$ cat config.mk
export PLATFORM = sky130hd
export DESIGN_NAME = smps_fault_startup_supervisor
export DESIGN_NICKNAME = d
export VERILOG_FILES = /design/src/rtl/smps_supervisor_pkg.sv /design/src/rtl/smps_fault_startup_supervisor.sv
export SDC_FILE = /design/constraint.sdc
export NUM_CORES = 1
export LEC_CHECK = 0
export BUFFER_PORTS_ARGS = -buffer_cell sky130_fd_sc_hd__buf_2
export CAP_MARGIN = 15
export CORE_ASPECT_RATIO = 1.5
export CORE_MARGIN = 10
export CORE_UTILIZATION = 47
export CTS_CLUSTER_SIZE = 30
export DETAILED_ROUTE_END_ITERATION = 8
export PLACE_DENSITY = 0.75
export SLEW_MARGIN = 20
export SYNTH_ARGS = -nofsm -noshare
export SYNTH_HDL_FRONTEND = slang
export SYNTH_SLANG_ARGS = --single-unit
$ cat constraint.sdc
create_clock -name pclk -period 2.2 [get_ports pclk]
set_input_delay 0.11 -clock pclk [delete_from_list [all_inputs] [get_ports pclk]]
set_output_delay 0.11 -clock pclk [all_outputs]
set_load 0.05 [all_outputs]
$ cat src/rtl/smps_supervisor_pkg.sv
// Constants and state encoding for the switching supply fault and startup supervisor
//
// Contract
// - Error flag rising starts a 125 ms qualification timer.
// - Flag still high at timer expiry is a fault; gate drive stops.
// - Vcc below low undervoltage threshold enters reduced-consumption latch-off, no pulses.
// - In latch-off, at latch-off level enable startup source until high threshold.
// - Divide-by-two: restart only on every second completed startup charge.
// - Restart with error flag low returns to normal switching.
// - Flag dropping before expiry clears timer, no fault declared.
// - Expiry in skip mode opens front-end supply switch until normal operation resumes.
// - Undervoltage enters latch-off directly, without timer or error flag.
// - Sense overvoltage comparator sampled only during switch off time.
// - Sense pin above latch level stops drive; latched until Vcc below reset.
// - While sense-latched, front-end supply switch stays open.
// - Power-up: source charges Vcc; at stop threshold source off, drive on.
// - Peak current at clamp asserts error flag, arming the timer.
// - Flag dropping before timeout closes front-end supply switch.
// - Flag high at end of startup interval: skip, switch kept open.
// - At startup stop threshold a soft-start ramp raises the current limit.
// - Full soft-start ramp reruns on every restart attempt.
// - Soft-start also after overcurrent event and on leaving skip blanking.
package smps_supervisor_pkg;
    // ------------------------------------------------------------
    // Timing
    // ------------------------------------------------------------
    localparam int unsigned CLK_HZ = 40000000;
    localparam int unsigned QUAL_TIME_MS = 125;
    localparam int unsigned QUAL_CYCLES = QUAL_TIME_MS * (CLK_HZ / 1000);
    localparam int unsigned SS_TIME_US = 2500;
    localparam int unsigned SS_CYCLES = SS_TIME_US * (CLK_HZ / 1000000);
    localparam int unsigned QUAL_W = 23;
    localparam int unsigned SS_W = 17;
    localparam int unsigned LEVEL_W = 8;
    localparam logic [LEVEL_W-1:0] LEVEL_MAX = 8'hFF;
    localparam int unsigned LEVEL_STEPS = 256;

    // ------------------------------------------------------------
    // Comparator input vector positions
    // ------------------------------------------------------------
    localparam int unsigned CMP_N = 8;
    localparam int unsigned CMP_VCC_HIGH = 0;
    localparam int unsigned CMP_VCC_LOW = 1;
    localparam int unsigned CMP_VCC_LATCHOFF = 2;
    localparam int unsigned CMP_VCC_RESET = 3;
    localparam int unsigned CMP_CLAMP = 4;
    localparam int unsigned CMP_CS_LATCH = 5;
    localparam int unsigned CMP_SKIP = 6;
    localparam int unsigned CMP_SWITCH_ON = 7;

    // ------------------------------------------------------------
    // Register map
    // ------------------------------------------------------------
    localparam logic [11:0] CTRL_OFF = 12'h000;
    localparam logic [11:0] STATUS_OFF = 12'h004;
    localparam int unsigned CTRL_INHIBIT_BIT = 0;
    localparam logic CTRL_INHIBIT_RST = 1'b0;

    typedef enum logic [2:0] {
        ST_CHARGE = 3'b000,
        ST_RUN = 3'b001,
        ST_FAULT = 3'b010,
        ST_LATCHOFF = 3'b011,
        ST_RECHARGE = 3'b100,
        ST_CSLATCH = 3'b101
    } sup_state_e;
endpackage

$ cat src/rtl/smps_fault_startup_supervisor.sv
// Fault qualification, latch-off, restart and soft-start supervisor with APB registers
`timescale 1ns/1ps
`default_nettype none
module smps_fault_startup_supervisor #(
    parameter int unsigned QUAL_COUNT = smps_supervisor_pkg::QUAL_CYCLES,
    parameter int unsigned SS_COUNT = smps_supervisor_pkg::SS_CYCLES
) (
    // Clock and reset
    input wire logic pclk,
    input wire logic presetn,
    // APB slave
    input wire logic psel,
    input wire logic penable,
    input wire logic pwrite,
    input wire logic [11:0] paddr,
    input wire logic [31:0] pwdata,
    output logic [31:0] prdata,
    output logic pready,
    output logic pslverr,
    // Comparators from the analog front end (asynchronous)
    input wire logic vcc_above_high,
    input wire logic vcc_below_low,
    input wire logic vcc_below_latchoff,
    input wire logic vcc_below_reset,
    input wire logic peak_clamp,
    input wire logic cs_above_latch,
    input wire logic skip_request,
    input wire logic switch_on,
    // Control outputs
    output logic drive_enable,
    output logic startup_source_en,
    output logic low_power,
    output logic error_flag,
    output logic front_end_supply_switch,
    output logic [smps_supervisor_pkg::LEVEL_W-1:0] current_limit_level
);
    import smps_supervisor_pkg::*;

    // ------------------------------------------------------------
    // Input synchronisers
    // ------------------------------------------------------------
    logic [CMP_N-1:0] cmp_raw;
    logic [CMP_N-1:0] meta_q;
    logic [CMP_N-1:0] sync_q;
    assign cmp_raw = {switch_on, skip_request, cs_above_latch, peak_clamp,
                      vcc_below_reset, vcc_below_latchoff, vcc_below_low, vcc_above_high};

    // Comparators switch at any time; two stages keep metastability out of the sequencer
    // two-stage sampling
    genvar gi;
    generate
        for (gi = 0; gi < CMP_N; gi++) begin : g_sync
            always_ff @(posedge pclk or negedge presetn) begin
                if (!presetn) begin
                    meta_q[gi] <= 1'b0;
                    sync_q[gi] <= 1'b0;
                end else begin
                    meta_q[gi] <= cmp_raw[gi];
                    sync_q[gi] <= meta_q[gi];
                end
            end
        end
    endgenerate

    wire vcc_high = sync_q[CMP_VCC_HIGH];
    wire vcc_low = sync_q[CMP_VCC_LOW];
    wire vcc_latchoff = sync_q[CMP_VCC_LATCHOFF];
    wire vcc_reset = sync_q[CMP_VCC_RESET];
    wire err_s = sync_q[CMP_CLAMP];
    wire cs_s = sync_q[CMP_CS_LATCH];
    wire skip_s = sync_q[CMP_SKIP];
    wire sw_on_s = sync_q[CMP_SWITCH_ON];

    // ------------------------------------------------------------
    // State and registers
    // ------------------------------------------------------------
    sup_state_e state_q, state_d;
    logic [QUAL_W-1:0] qual_cnt_q, qual_cnt_d;
    logic [SS_W-1:0] ss_pre_q, ss_pre_d;
    logic [LEVEL_W-1:0] ss_level_q, ss_level_d;
    logic div_q, div_d;
    logic err_prev_q;
    logic skip_prev_q;
    logic pfc_q, pfc_d;
    logic drive_q;
    logic inhibit_q;
    logic [31:0] prdata_q;

    localparam logic [QUAL_W-1:0] QUAL_LAST = QUAL_W'(QUAL_COUNT - 1);
    localparam logic [SS_W-1:0] SS_STEP_LAST = SS_W'((SS_COUNT / LEVEL_STEPS) - 1);

    // error flag is the clamp comparator, sampled
    assign error_flag = err_s;

    // sense comparator only counts while the switch is off
    wire cs_hit = cs_s && !sw_on_s;
    wire in_run = (state_q == ST_RUN);
    // timer counts while flag high in run
    wire qual_exp = in_run && err_s && (qual_cnt_q == QUAL_LAST);
    wire err_fall = err_prev_q && !err_s;
    wire skip_exit = skip_prev_q && !skip_s;
    wire restart = (state_q == ST_RECHARGE) && vcc_high && div_q;

    // ------------------------------------------------------------
    // Sequencer
    // ------------------------------------------------------------
    always_comb begin
        state_d = state_q;
        div_d = div_q;
        unique case (state_q)
            // charge until stop threshold, then drive
            ST_CHARGE: begin
                if (vcc_high) begin
                    state_d = ST_RUN;
                end
            end
            ST_RUN: begin
                if (cs_hit) begin
                    state_d = ST_CSLATCH;
                end else if (vcc_low) begin
                    state_d = ST_LATCHOFF;
                end else if (qual_exp) begin
                    state_d = ST_FAULT;
                end
            end
            ST_FAULT: begin
                if (vcc_low) begin
                    state_d = ST_LATCHOFF;
                end
            end
            ST_LATCHOFF: begin
                if (vcc_latchoff) begin
                    state_d = ST_RECHARGE;
                end
            end
            ST_RECHARGE: begin
                if (vcc_high) begin
                    div_d = !div_q;
                    state_d = div_q ? ST_RUN : ST_FAULT;
                end
            end
            ST_CSLATCH: begin
                state_d = ST_CSLATCH;
            end
            default: begin
                state_d = ST_CHARGE;
            end
        endcase
        // Vcc below reset level starts over from power-up
        if (vcc_reset) begin
            state_d = ST_CHARGE;
            div_d = 1'b0;
        end
    end

    // any flag drop clears the timer
    assign qual_cnt_d = (in_run && err_s && !qual_exp) ? qual_cnt_q + 1'b1 : '0;

    // ------------------------------------------------------------
    // Soft-start ramp
    // ------------------------------------------------------------
    // ramp restarts on startup, restart and skip exit
    wire ss_start = (state_q == ST_CHARGE && state_d == ST_RUN) || restart
                    || (in_run && skip_exit);
    wire ss_tick = (ss_pre_q == SS_STEP_LAST);

    // Held at zero outside run so a restart never inherits a stale limit
    always_comb begin
        ss_pre_d = ss_tick ? '0 : ss_pre_q + 1'b1;
        ss_level_d = ss_level_q;
        if (ss_start) begin
            ss_pre_d = '0;
            ss_level_d = '0;
        end else if (!in_run) begin
            ss_level_d = '0;
        end else if (ss_tick && ss_level_q != LEVEL_MAX) begin
            ss_level_d = ss_level_q + 1'b1;
        end
    end

    // ------------------------------------------------------------
    // Front-end supply switch
    // ------------------------------------------------------------
    always_comb begin
        pfc_d = pfc_q;
        if (!in_run || qual_exp || cs_hit) begin
            pfc_d = 1'b0;
        // flag dropped in time: normal startup
        end else if (err_fall) begin
            pfc_d = 1'b1;
        end
    end

    always_ff @(posedge pclk or negedge presetn) begin
        if (!presetn) begin
            state_q <= ST_CHARGE;
            div_q <= 1'b0;
            qual_cnt_q <= '0;
            ss_pre_q <= '0;
            ss_level_q <= '0;
            err_prev_q <= 1'b0;
            skip_prev_q <= 1'b0;
            pfc_q <= 1'b0;
            drive_q <= 1'b0;
        end else begin
            state_q <= state_d;
            div_q <= div_d;
            qual_cnt_q <= qual_cnt_d;
            ss_pre_q <= ss_pre_d;
            ss_level_q <= ss_level_d;
            err_prev_q <= err_s;
            skip_prev_q <= skip_s;
            pfc_q <= pfc_d;
            // drive only in run, never after a sense trip
            drive_q <= (state_d == ST_RUN) && !cs_hit && !inhibit_q;
        end
    end

    assign drive_enable = drive_q;
    // switch also gated off by state
    assign front_end_supply_switch = pfc_q && (state_q != ST_CSLATCH);
    assign startup_source_en = (state_q == ST_CHARGE) || (state_q == ST_RECHARGE);
    assign low_power = (state_q == ST_LATCHOFF) || (state_q == ST_CSLATCH);
    assign current_limit_level = ss_level_q;

    // ------------------------------------------------------------
    // APB slave
    // ------------------------------------------------------------
    // Zero wait states; read data captured in the setup cycle
    wire sel_ctrl = (paddr == CTRL_OFF);
    wire sel_status = (paddr == STATUS_OFF);
    wire mapped = sel_ctrl || sel_status;
    wire setup_rd = psel && !penable && !pwrite;
    wire access_wr = psel && penable && pwrite && sel_ctrl;
    wire [31:0] status_word = {24'h000000, (ss_level_q == LEVEL_MAX), skip_s, div_q,
                               pfc_q, err_s, state_q};
    wire [31:0] ctrl_word = {31'h00000000, inhibit_q};
    wire [31:0] rd_mux = sel_ctrl ? ctrl_word : (sel_status ? status_word : 32'h00000000);

    always_ff @(posedge pclk or negedge presetn) begin
        if (!presetn) begin
            inhibit_q <= CTRL_INHIBIT_RST;
            prdata_q <= 32'h00000000;
        end else begin
            if (access_wr) begin
                inhibit_q <= pwdata[CTRL_INHIBIT_BIT];
            end
            if (setup_rd) begin
                prdata_q <= rd_mux;
            end
        end
    end

    assign prdata = prdata_q;
    assign pready = 1'b1;
    assign pslverr = psel && penable && !mapped;
endmodule
`default_nettype wire

==> results of run 1 <==
path summary, 6_finish.rpt:
kind,startpoint,end,cells after the start
setup / recovery,ss_pre_q[1],current_limit_level[5],7
hold / removal,pwdata[0],inhibit_q,2
setup reg to reg,ss_pre_q[1],current_limit_level[5],7
hold reg to reg,meta_q[1],vcc_low,0
max in group asynchronous,presetn,meta_q[6],3
min in group asynchronous,presetn,qual_cnt_q[5],2
Yosys cell counts (all sizes together), types with 2 or more instances:
library cell and number:
a211o 2, a21oi 22, a22o 7, a31oi 2, and2 5, and3 5, and3b 2, and4 5
and4bb 2, buf 34, clkbuf 9, conb 2, dfrtp 81, ha 4, inv 10, mux2 2
mux2i 2, nand2 14, nand2b 6, nand3 21, nand4 16, nor2 25, nor2b 3, nor3 26
nor3b 2, nor4 11, nor4bb 2, o21ai 15, o31ai 8, o41ai 2, or3 7, or4 8
or4b 2, xnor2 13, xor2 14
registers in the layout (all words and copies together), names as in the netlist, 3 cells and up:
signal               count
prdata                   8
state_q                  3
ss_pre_q                17
qual_cnt_q              23
current_limit_level      8
meta_q                   8
worst register-to-register path: stages (launching register included):
cell and delay [ns]:
dfrtp_1 0.43, inv_1 0.08, ha_1 0.13, and4bb_2 0.22, nand4_1 0.10, buf_4 0.21
nor4_4 0.28, mux2_1 0.35
layer usage:
| metal | vias to the layer above | global-route usage (%) |
|---|---|---|
| met5 | - | 0 |
| met4 | 0 | 6.99 |
| met3 | 17 | 3.97 |
| met2 | 107 | 22.2 |
| met1 | 1487 | 15.0 |
| li1 | 1509 | - |
layout make-up:
type / instances / area, um^2 / share of cell area (%)
Inverter: 10 / 37.5 / 0.786
Timing Repair Buffer: 65 / 408 / 8.55
Clock inverter: 5 / 103 / 2.15
Clock buffer: 11 / 243 / 5.09
Tap cell: 107 / 134 / 2.80
Multi-Input combinational cell: 289 / 1820 / 38.2
Sequential cell: 81 / 2030 / 42.5
report_power, final:
| group | internal (uW) | switching, uW |
|---|---|---|
| combinational | 157 | 335 |
| clock | 1140 | 562 |
| sequential | 1560 | 90.9 |
per-stage QoR:
stage	hold WS [ns]	setup slack [ns]	instances	instance area, um^2	total power (uW)
3_3_place_gp	0.166	0.360	543	4340	2140
3_5_place_dp	0.176	0.291	543	4340	2150
5_1_grt	0.0151	0.173	568	4770	4000
4_1_cts	0.00375	0.270	568	4770	3880
6_report	0.0181	0.282	568	4770	3840
2_1_floorplan	-0.186	0.284	423	4180	2040
cells by family after synthesis:
kind of cell	Yosys count	synth area share (%)
adders and majority gates	4	1.22
and+or+nand+nor	167	24.8
AOI/OAI and AO/OA	62	9.43
muxes	4	1.04
DFF	81	49.6
xor gates and xnor gates	27	5.78
other	2	0.184
buffers and inverters	53	7.99
==> summary.txt, run 1 <==
Fraction of layout cells with a size suffix above 1 -> 18.4%
Hold Path Class -> input pin to register
Detail Route Antenna Nets -> 0
Final setup viols -> 0
Synth Register Bits -> 81
Die height -> 134 um
Crit. End Element -> register
Area leader, netlist -> dfrtp_1
Initial antenna violation count -> 0
Vias in the first global route -> 3,074
Crit path kind -> register to register
Core Box Area -> 0.00846 mm^2
DP HPWL -> 6030 um
Hold buffer count at CTS -> 9
TritonCTS clock tree -> done
Post-CTS setup buffer count -> 0
Cell count after synthesis -> 400
Max Clk Rate -> 0.521 GHz
Leakage -> 0.00208 uW
Final net count -> 517
RSZ-0062 raised after global routing -> false
Wire length per cell -> 14.9 um
FF-to-FF setup slack -> 0.28 ns
I/O Pins -> 104
N_diodes -> 0
CP required -> 2.41 ns
Peak VDD IR -> 0.000553 V
Tcrit/Tclk final -> 87.2%
Met2 wire length -> 4210 um
Synthesized cell area -> 0.00409 mm^2
Fillers -> 727
CP max FO -> 14
Syn avg cell area -> 10.2 um^2
CP peak stage delay -> 0.43 ns
Routed vias -> 3,120
Drt first-iter violations -> 171
Most frequent cells in the layout -> 81 x dfrtp_1, 46 x buf_2, 25 x nor3_1, 25 x nor2_1, 25 x conb_1
# Max-Cap Violations -> 0
Drt drc -> 0
Vias per cell -> 5.49
Initial Util -> 48.3%
Slew @ Worst Pin -> 0.627 ns
Drt first pass iters -> 4
Skew-Pair Late Insertion Delay -> 0.33 ns
Area Overhead vs Synth -> 16.7%
CTS buffer count -> 9
Resized Gates After CTS -> 0
Routed WL -> 8490 um
Max-slew headroom -> 58.2%
Post-synth EDFFs -> 0
Setup TNS -> 0 ns
Worst path cell trace -> inv_1, ha_1, and4bb_2, nand4_1, buf_4, nor4_4, mux2_1
Crit-path leading delay family -> simple AND/OR/NAND/NOR gates
FP Rows -> 41
Synth area leaders -> dfrtp_1 50%, buf_4 5.0%, nor3_1 3.1%
Commonest non-fill, non-tap cell in the layout -> dfrtp_1
CP max stage cell -> dfrtp_1
Power per standard cell area -> 804 mW/mm^2
Status -> finished, final reports clean
All-Layer GR Usage -> 13.4%
Library cells used by synthesis -> 58
CTS H-Tree Depth -> 3
Gpl congestion -> 0.871
Max Slew Vio Count -> 0
Ys Warns -> 0
Critical Path Start Type -> register
Die Area -> 0.0129 mm^2
Number of port buffers -> 47
Clock transition at the registers of the reported paths -> 0.06 ns
M1 wire length -> 3420 um
Uppermost layer routed -> met4
Sink Count -> 81
Root buffer cell -> clkbuf_16
Final Skew -> 0.00558 ns
Largest net degree at the start of global routing -> 50
Seq/Total Area, Yosys -> 49.6%
Die Wd -> 96.2 um
Post-layout util -> 56.4%
First-pass GRT wire length -> 14,100 um
Yosys top cell area share -> 49.6%
Hold Fails Final Rpt -> 0
Met3 routed WL -> 638 um
GRT Residual Overflow -> 0
Post-synth top flop -> dfrtp_1
Worst Path Buf+Inv -> 2
FFs w/ async S/R, synth -> 100%
Bufs on Longest Clock Path -> 2
Period minus WS final -> 1.92 ns
Crit path DAT -> 2.13 ns
Power figures use the tool's default switching activity.
==> run 2, diff against run 1 <==
--- a/config.mk
+++ b/config.mk
@@ -12,6 +12,7 @@
 export CORE_UTILIZATION = 47
 export CTS_CLUSTER_SIZE = 30
 export DETAILED_ROUTE_END_ITERATION = 8
+export MAX_ROUTING_LAYER = met4
 export PLACE_DENSITY = 0.75
 export SLEW_MARGIN = 20
 export SYNTH_ARGS = -nofsm -noshare
==> summary.txt, run 2 (synthesis results as in run 1) <==
Status -> finished, final reports clean
Wire length per cell -> 14.9 um
Max Slew Vio Count -> 0
Max-slew headroom -> 58.2%
CP max FO -> 14
RSZ-0062 raised after global routing -> false
CP max stage cell -> dfrtp_1
Root buffer cell -> clkbuf_16
Sw frac -> 25.8%
CTS buffer count -> 9
CP peak stage delay -> 0.43 ns
# Max-Cap Violations -> 0
Commonest non-fill, non-tap cell in the layout -> dfrtp_1
Vias per cell -> 5.48
Hold Path Class -> input pin to register
Core Box Area -> 0.00846 mm^2
Drt first pass iters -> 4
Crit-path leading delay family -> simple AND/OR/NAND/NOR gates
Worst path cell trace -> inv_1, ha_1, and4bb_2, nand4_1, buf_4, nor4_4, mux2_1
Multi-input logic area -> 0.00182 mm^2
Worst Path Buf+Inv -> 2
Max Clk Rate -> 0.519 GHz
Power per standard cell area -> 805 mW/mm^2
Final WS setup -> 0.273 ns
All-Layer GR Usage -> 13.8%
Routed WL -> 8490 um
Clock transition at the registers of the reported paths -> 0.06 ns
Leakage -> 0.00208 uW
Most frequent cells in the layout -> 81 x dfrtp_1, 46 x buf_2, 25 x nor3_1, 25 x nor2_1, 25 x conb_1
Power Internal -> 2850 uW
I/O Pins -> 104
Skew-Pair Late Insertion Delay -> 0.33 ns
TritonCTS clock tree -> done
DP HPWL -> 6030 um
CP required -> 2.41 ns
Final Skew -> 0.00463 ns
Initial Util -> 48.3%
Sink Count -> 81
Bufs on Longest Clock Path -> 2
Top Registers -> qual_cnt_q (23), ss_pre_q (17)
Fillers -> 727
Fraction of layout cells with a size suffix above 1 -> 18.4%
Die Wd -> 96.2 um
Hold Fails Final Rpt -> 0
Number of port buffers -> 47
Top reg by flops -> qual_cnt_q
Tcrit/Tclk final -> 87.6%
Initial antenna violation count -> 0
Peak VDD IR -> 0.000555 V
Routed vias -> 3,114
Post-CTS setup buffer count -> 0
Final setup viols -> 0
CTS H-Tree Depth -> 3
First-pass GRT wire length -> 14,100 um
Register area -> 0.00203 mm^2
Die height -> 134 um
Drt first-iter violations -> 172
Psw -> 991 uW
Crit. End Element -> register
Slew @ Worst Pin -> 0.626 ns
Crit path DAT -> 2.14 ns
Setup TNS -> 0 ns
Die Area -> 0.0129 mm^2
GRT Residual Overflow -> 0
Combinational power share -> 12.8%
Pre-CTS setup slack -> 0.291 ns
Largest net degree at the start of global routing -> 50
N_diodes -> 0
Crit path kind -> register to register
Drt drc -> 0
Detail Route Antenna Nets -> 0
Period minus WS final -> 1.93 ns
Vias in the first global route -> 3,080
FP Rows -> 41
Sequential group share of total power -> 42.9%
Area Overhead vs Synth -> 16.7%
Critical Path Start Type -> register
Max reg flops -> 23
Final net count -> 517
Clock Power Share -> 44.3%
Gpl congestion -> 0.885
==> run 2: through the flow <==
stage | power, uW | instances | util (%) | hold WS (ns) | area, um^2
floorplan | 2040 | 423 | - | -0.186 | 4180
global placement | 2140 | 543 | 51.2 | 0.166 | 4340
detailed placement | 2150 | 543 | 51.2 | 0.176 | 4340
CTS | 3880 | 568 | 56.4 | 0.00375 | 4770
global route | 4000 | 568 | 56.4 | 0.0175 | 4770
finish | 3840 | 568 | 56.4 | 0.0179 | 4770
==> run 2: path summary, 6_finish.rpt <==
path	startpoint	endpoint	slack, ns	depth (start not counted)
hold reg to reg	meta_q[1]	vcc_low	0.35	0
setup / recovery	ss_pre_q[1]	current_limit_level[5]	0.27	7
hold / removal	pwdata[0]	inhibit_q	0.02	2
max in group asynchronous	presetn	meta_q[4]	1.27	3
min in group asynchronous	presetn	qual_cnt_q[5]	0.34	2
setup reg to reg	ss_pre_q[1]	current_limit_level[5]	0.27	7
==> run 2: cell type report <==
class | instances | share of cell area, %
tap | 107 | 2.80
inverter | 10 | 0.786
sequential | 81 | 42.5
multi-input combinational | 289 | 38.2
clock inverter | 5 | 2.15
clock buffer | 11 | 5.09
timing repair buffer | 65 | 8.55
==> run 2: layer usage <==
metal	GRT usage, %	routed length [um]	up-vias
li1	-	-	1506
met1	15.0	3410	1485
met2	22.2	4250	105
met3	2.91	582	18
met4	8.72	249	0
met5	-	0	-
==> run 2: what timing repair did <==
item | in CTS | in global routing
resized for setup | 0 | 0
hold endpoints to repair | 56 | 0
hold buffers | 9 | 0
==> run 2: power groups by stage <==
stage / combinational [uW] / clock, uW / sequential, uW
after detailed placement: 482 / 0 / 1670
after CTS: 496 / 1740 / 1650
final: 492 / 1700 / 1650
after global placement: 469 / 0 / 1670
after floorplan: 386 / 0 / 1660
after global routing: 540 / 1800 / 1660
==> run 3, diff against run 2 <==
--- a/config.mk
+++ b/config.mk
@@ -5,6 +5,7 @@
 export SDC_FILE = /design/constraint.sdc
 export NUM_CORES = 1
 export LEC_CHECK = 0
+export ABC_AREA = 1
 export BUFFER_PORTS_ARGS = -buffer_cell sky130_fd_sc_hd__buf_2
 export CAP_MARGIN = 15
 export CORE_ASPECT_RATIO = 1.5
==> summary.txt, run 3 <==
Vias per cell -> 4.97
Yosys top cell area share -> 49.1%
Core Box Area -> 0.00852 mm^2
Crit path DAT -> 2.14 ns
Cell area after layout -> 0.00483 mm^2
RSZ-0062 raised after global routing -> false
Routed vias -> 3,300
Worst Path Buf+Inv -> 0
CTS H-Tree Depth -> 3
Largest net degree at the start of global routing -> 35
FFs w/ async S/R, synth -> 100%
CP required -> 2.43 ns
Post-synth top flop -> dfrtp_1
Clock transition at the registers of the reported paths -> 0.06 ns
Leakage -> 0.00228 uW
All-Layer GR Usage -> 14.4%
Final net count -> 613
Fillers -> 759
List of most frequent post-synthesis cells -> 81 x dfrtp_1, 75 x inv_1, 75 x nand2_1
Most frequent cell after synthesis -> dfrtp_1
Max reg flops -> 23
Gpl congestion -> 0.888
Drt drc -> 0
Final setup viols -> 0
Detail Route Antenna Nets -> 0
DP HPWL -> 6520 um
Vias in the first global route -> 3,328
Die Area -> 0.0130 mm^2
Wire length per cell -> 13.3 um
Syn avg cell area -> 8.49 um^2
FP Rows -> 41
Crit path kind -> register to register
Period minus WS final -> 1.91 ns
CTS buffer count -> 9
Peak VDD IR -> 0.000608 V
Final Skew -> 0.00891 ns
TritonCTS clock tree -> done
Cell count after synthesis -> 486
Hold Path Class -> input pin to register
Critical Path Start Type -> register
Crit-path leading delay family -> simple AND/OR/NAND/NOR gates
I/O Pins -> 104
GRT Residual Overflow -> 0
# Max-Cap Violations -> 0
Die height -> 135 um
CP max FO -> 5
Area Overhead vs Synth -> 17.2%
Synthesized cell area -> 0.00413 mm^2
CP max stage cell -> dfrtp_1
Sink Count -> 81
Initial antenna violation count -> 0
Post-CTS setup buffer count -> 0
N_diodes -> 0
Routed WL -> 8810 um
Library cells used by synthesis -> 40
Initial Util -> 48.4%
Seq/Total Area, Yosys -> 49.1%
Number of port buffers -> 47
Power per standard cell area -> 792 mW/mm^2
Fraction of layout cells with a size suffix above 1 -> 18.1%
Ys Warns -> 0
Drt first-iter violations -> 161
CP peak stage delay -> 0.38 ns
Worst path cell trace -> ha_1, nand2_1, nor2_1, nand2_1, nor2_2, nand4_1, nor2_2, nand2_2, nor2_4, nand3_1, o21ai_1, a21oi_1
Synth area leaders -> dfrtp_1 49%, inv_1 6.8%, nand2_1 6.8%
Placed instance area -> 0.00441 mm^2
Setup TNS -> 0 ns
Most frequent cells in the layout -> 81 x dfrtp_1, 75 x inv_1, 75 x nand2_1, 66 x nor2_1, 46 x buf_2
Max Clk Rate -> 0.523 GHz
Skew-Pair Late Insertion Delay -> 0.34 ns
Post-synth EDFFs -> 0
Area leader, netlist -> dfrtp_1
Die Wd -> 96.5 um
Status -> finished, final reports clean
Tcrit/Tclk final -> 86.9%
Crit. End Element -> register
First-pass GRT wire length -> 14,700 um
Max Slew Vio Count -> 0
Commonest non-fill, non-tap cell in the layout -> dfrtp_1
Bufs on Longest Clock Path -> 2
Drt first pass iters -> 4
Root buffer cell -> clkbuf_16
Synth Register Bits -> 81
Top reg by flops -> qual_cnt_q
Top Registers -> qual_cnt_q (23), ss_pre_q (17)
Hold Fails Final Rpt -> 0
run 3: area by class of cell:
type                            count  area, um^2  area share [%]
Tap cell                          107         134            2.77
Clock buffer                       11         253            5.23
Sequential cell                    81        2030            41.9
Inverter                           76         285            5.90
Timing Repair Buffer               60         358            7.40
Clock inverter                      5        86.3            1.79
Multi-Input combinational cell    324        1690            35.0
run 3: path summary, 6_finish.rpt:
path | cells past startpoint | endpoint | startpoint | slack (ns)
worst max-delay path | 12 | qual_cnt_q[22] | qual_cnt_q[0] | 0.29
worst min-delay path | 3 | inhibit_q | pwdata[0] | 0.03
worst max register to register | 12 | qual_cnt_q[22] | qual_cnt_q[0] | 0.29
worst min register to register | 0 | vcc_high | meta_q[0] | 0.35
max in group asynchronous | 3 | qual_cnt_q[15] | presetn | 1.27
min in group asynchronous | 2 | ss_pre_q[0] | presetn | 0.26
run 3: kinds of logic (layout without fill, tap and decap cells):
logic type | Yosys count | count (layout) | synth area share [%]
and+or+nand+nor | 224 | 224 | 26.0
adders and majority gates | 4 | 4 | 1.21
DFF | 81 | 81 | 49.1
AOI/OAI and AO/OA | 50 | 50 | 7.10
other | 2 | 25 | 0.182
xor gates and xnor gates | 21 | 21 | 4.46
buffers and inverters | 104 | 152 | 11.9
run 3: what timing repair did:
action,in CTS,in global routing
gates resized for setup,0,0
hold buffers,9,0
endpoints found under the hold margin,40,0
run 3: tightest hold or removal path: stages:
cell and delay [ns]:
buf_2 0.10, inv_1 0.04, o21ai_0 0.07
run 3: routing by layer:
metal	vias to the layer above	track usage, %	share of wire (%)
met4	0	5.59	1.5
met5	-	-	0
li1	1647	-	-
met2	88	24.0	51
met1	1552	15.8	39
met3	13	3.66	7.8
run 3: metrics by stage:
step | power [uW] | instances | utilization, % | hold WS [ns] | worst slack [ns]
global route | 3990 | 664 | 56.8 | 0.0316 | 0.0581
CTS | 3860 | 664 | 56.8 | 0.0287 | 0.272
floorplan | 2080 | 509 | - | -0.186 | 0.237
finish | 3830 | 664 | 56.8 | 0.0273 | 0.287
detailed placement | 2180 | 639 | 51.7 | 0.0893 | 0.272
global placement | 2160 | 639 | 51.7 | 0.0841 | 0.293
run 3: report_power, final:
part	switching [uW]	total, uW	internal (uW)	leakage (uW)
clock network	600	1660	1060	0.000166
logic	391	543	153	0.00103
registers	59.4	1620	1560	0.00108
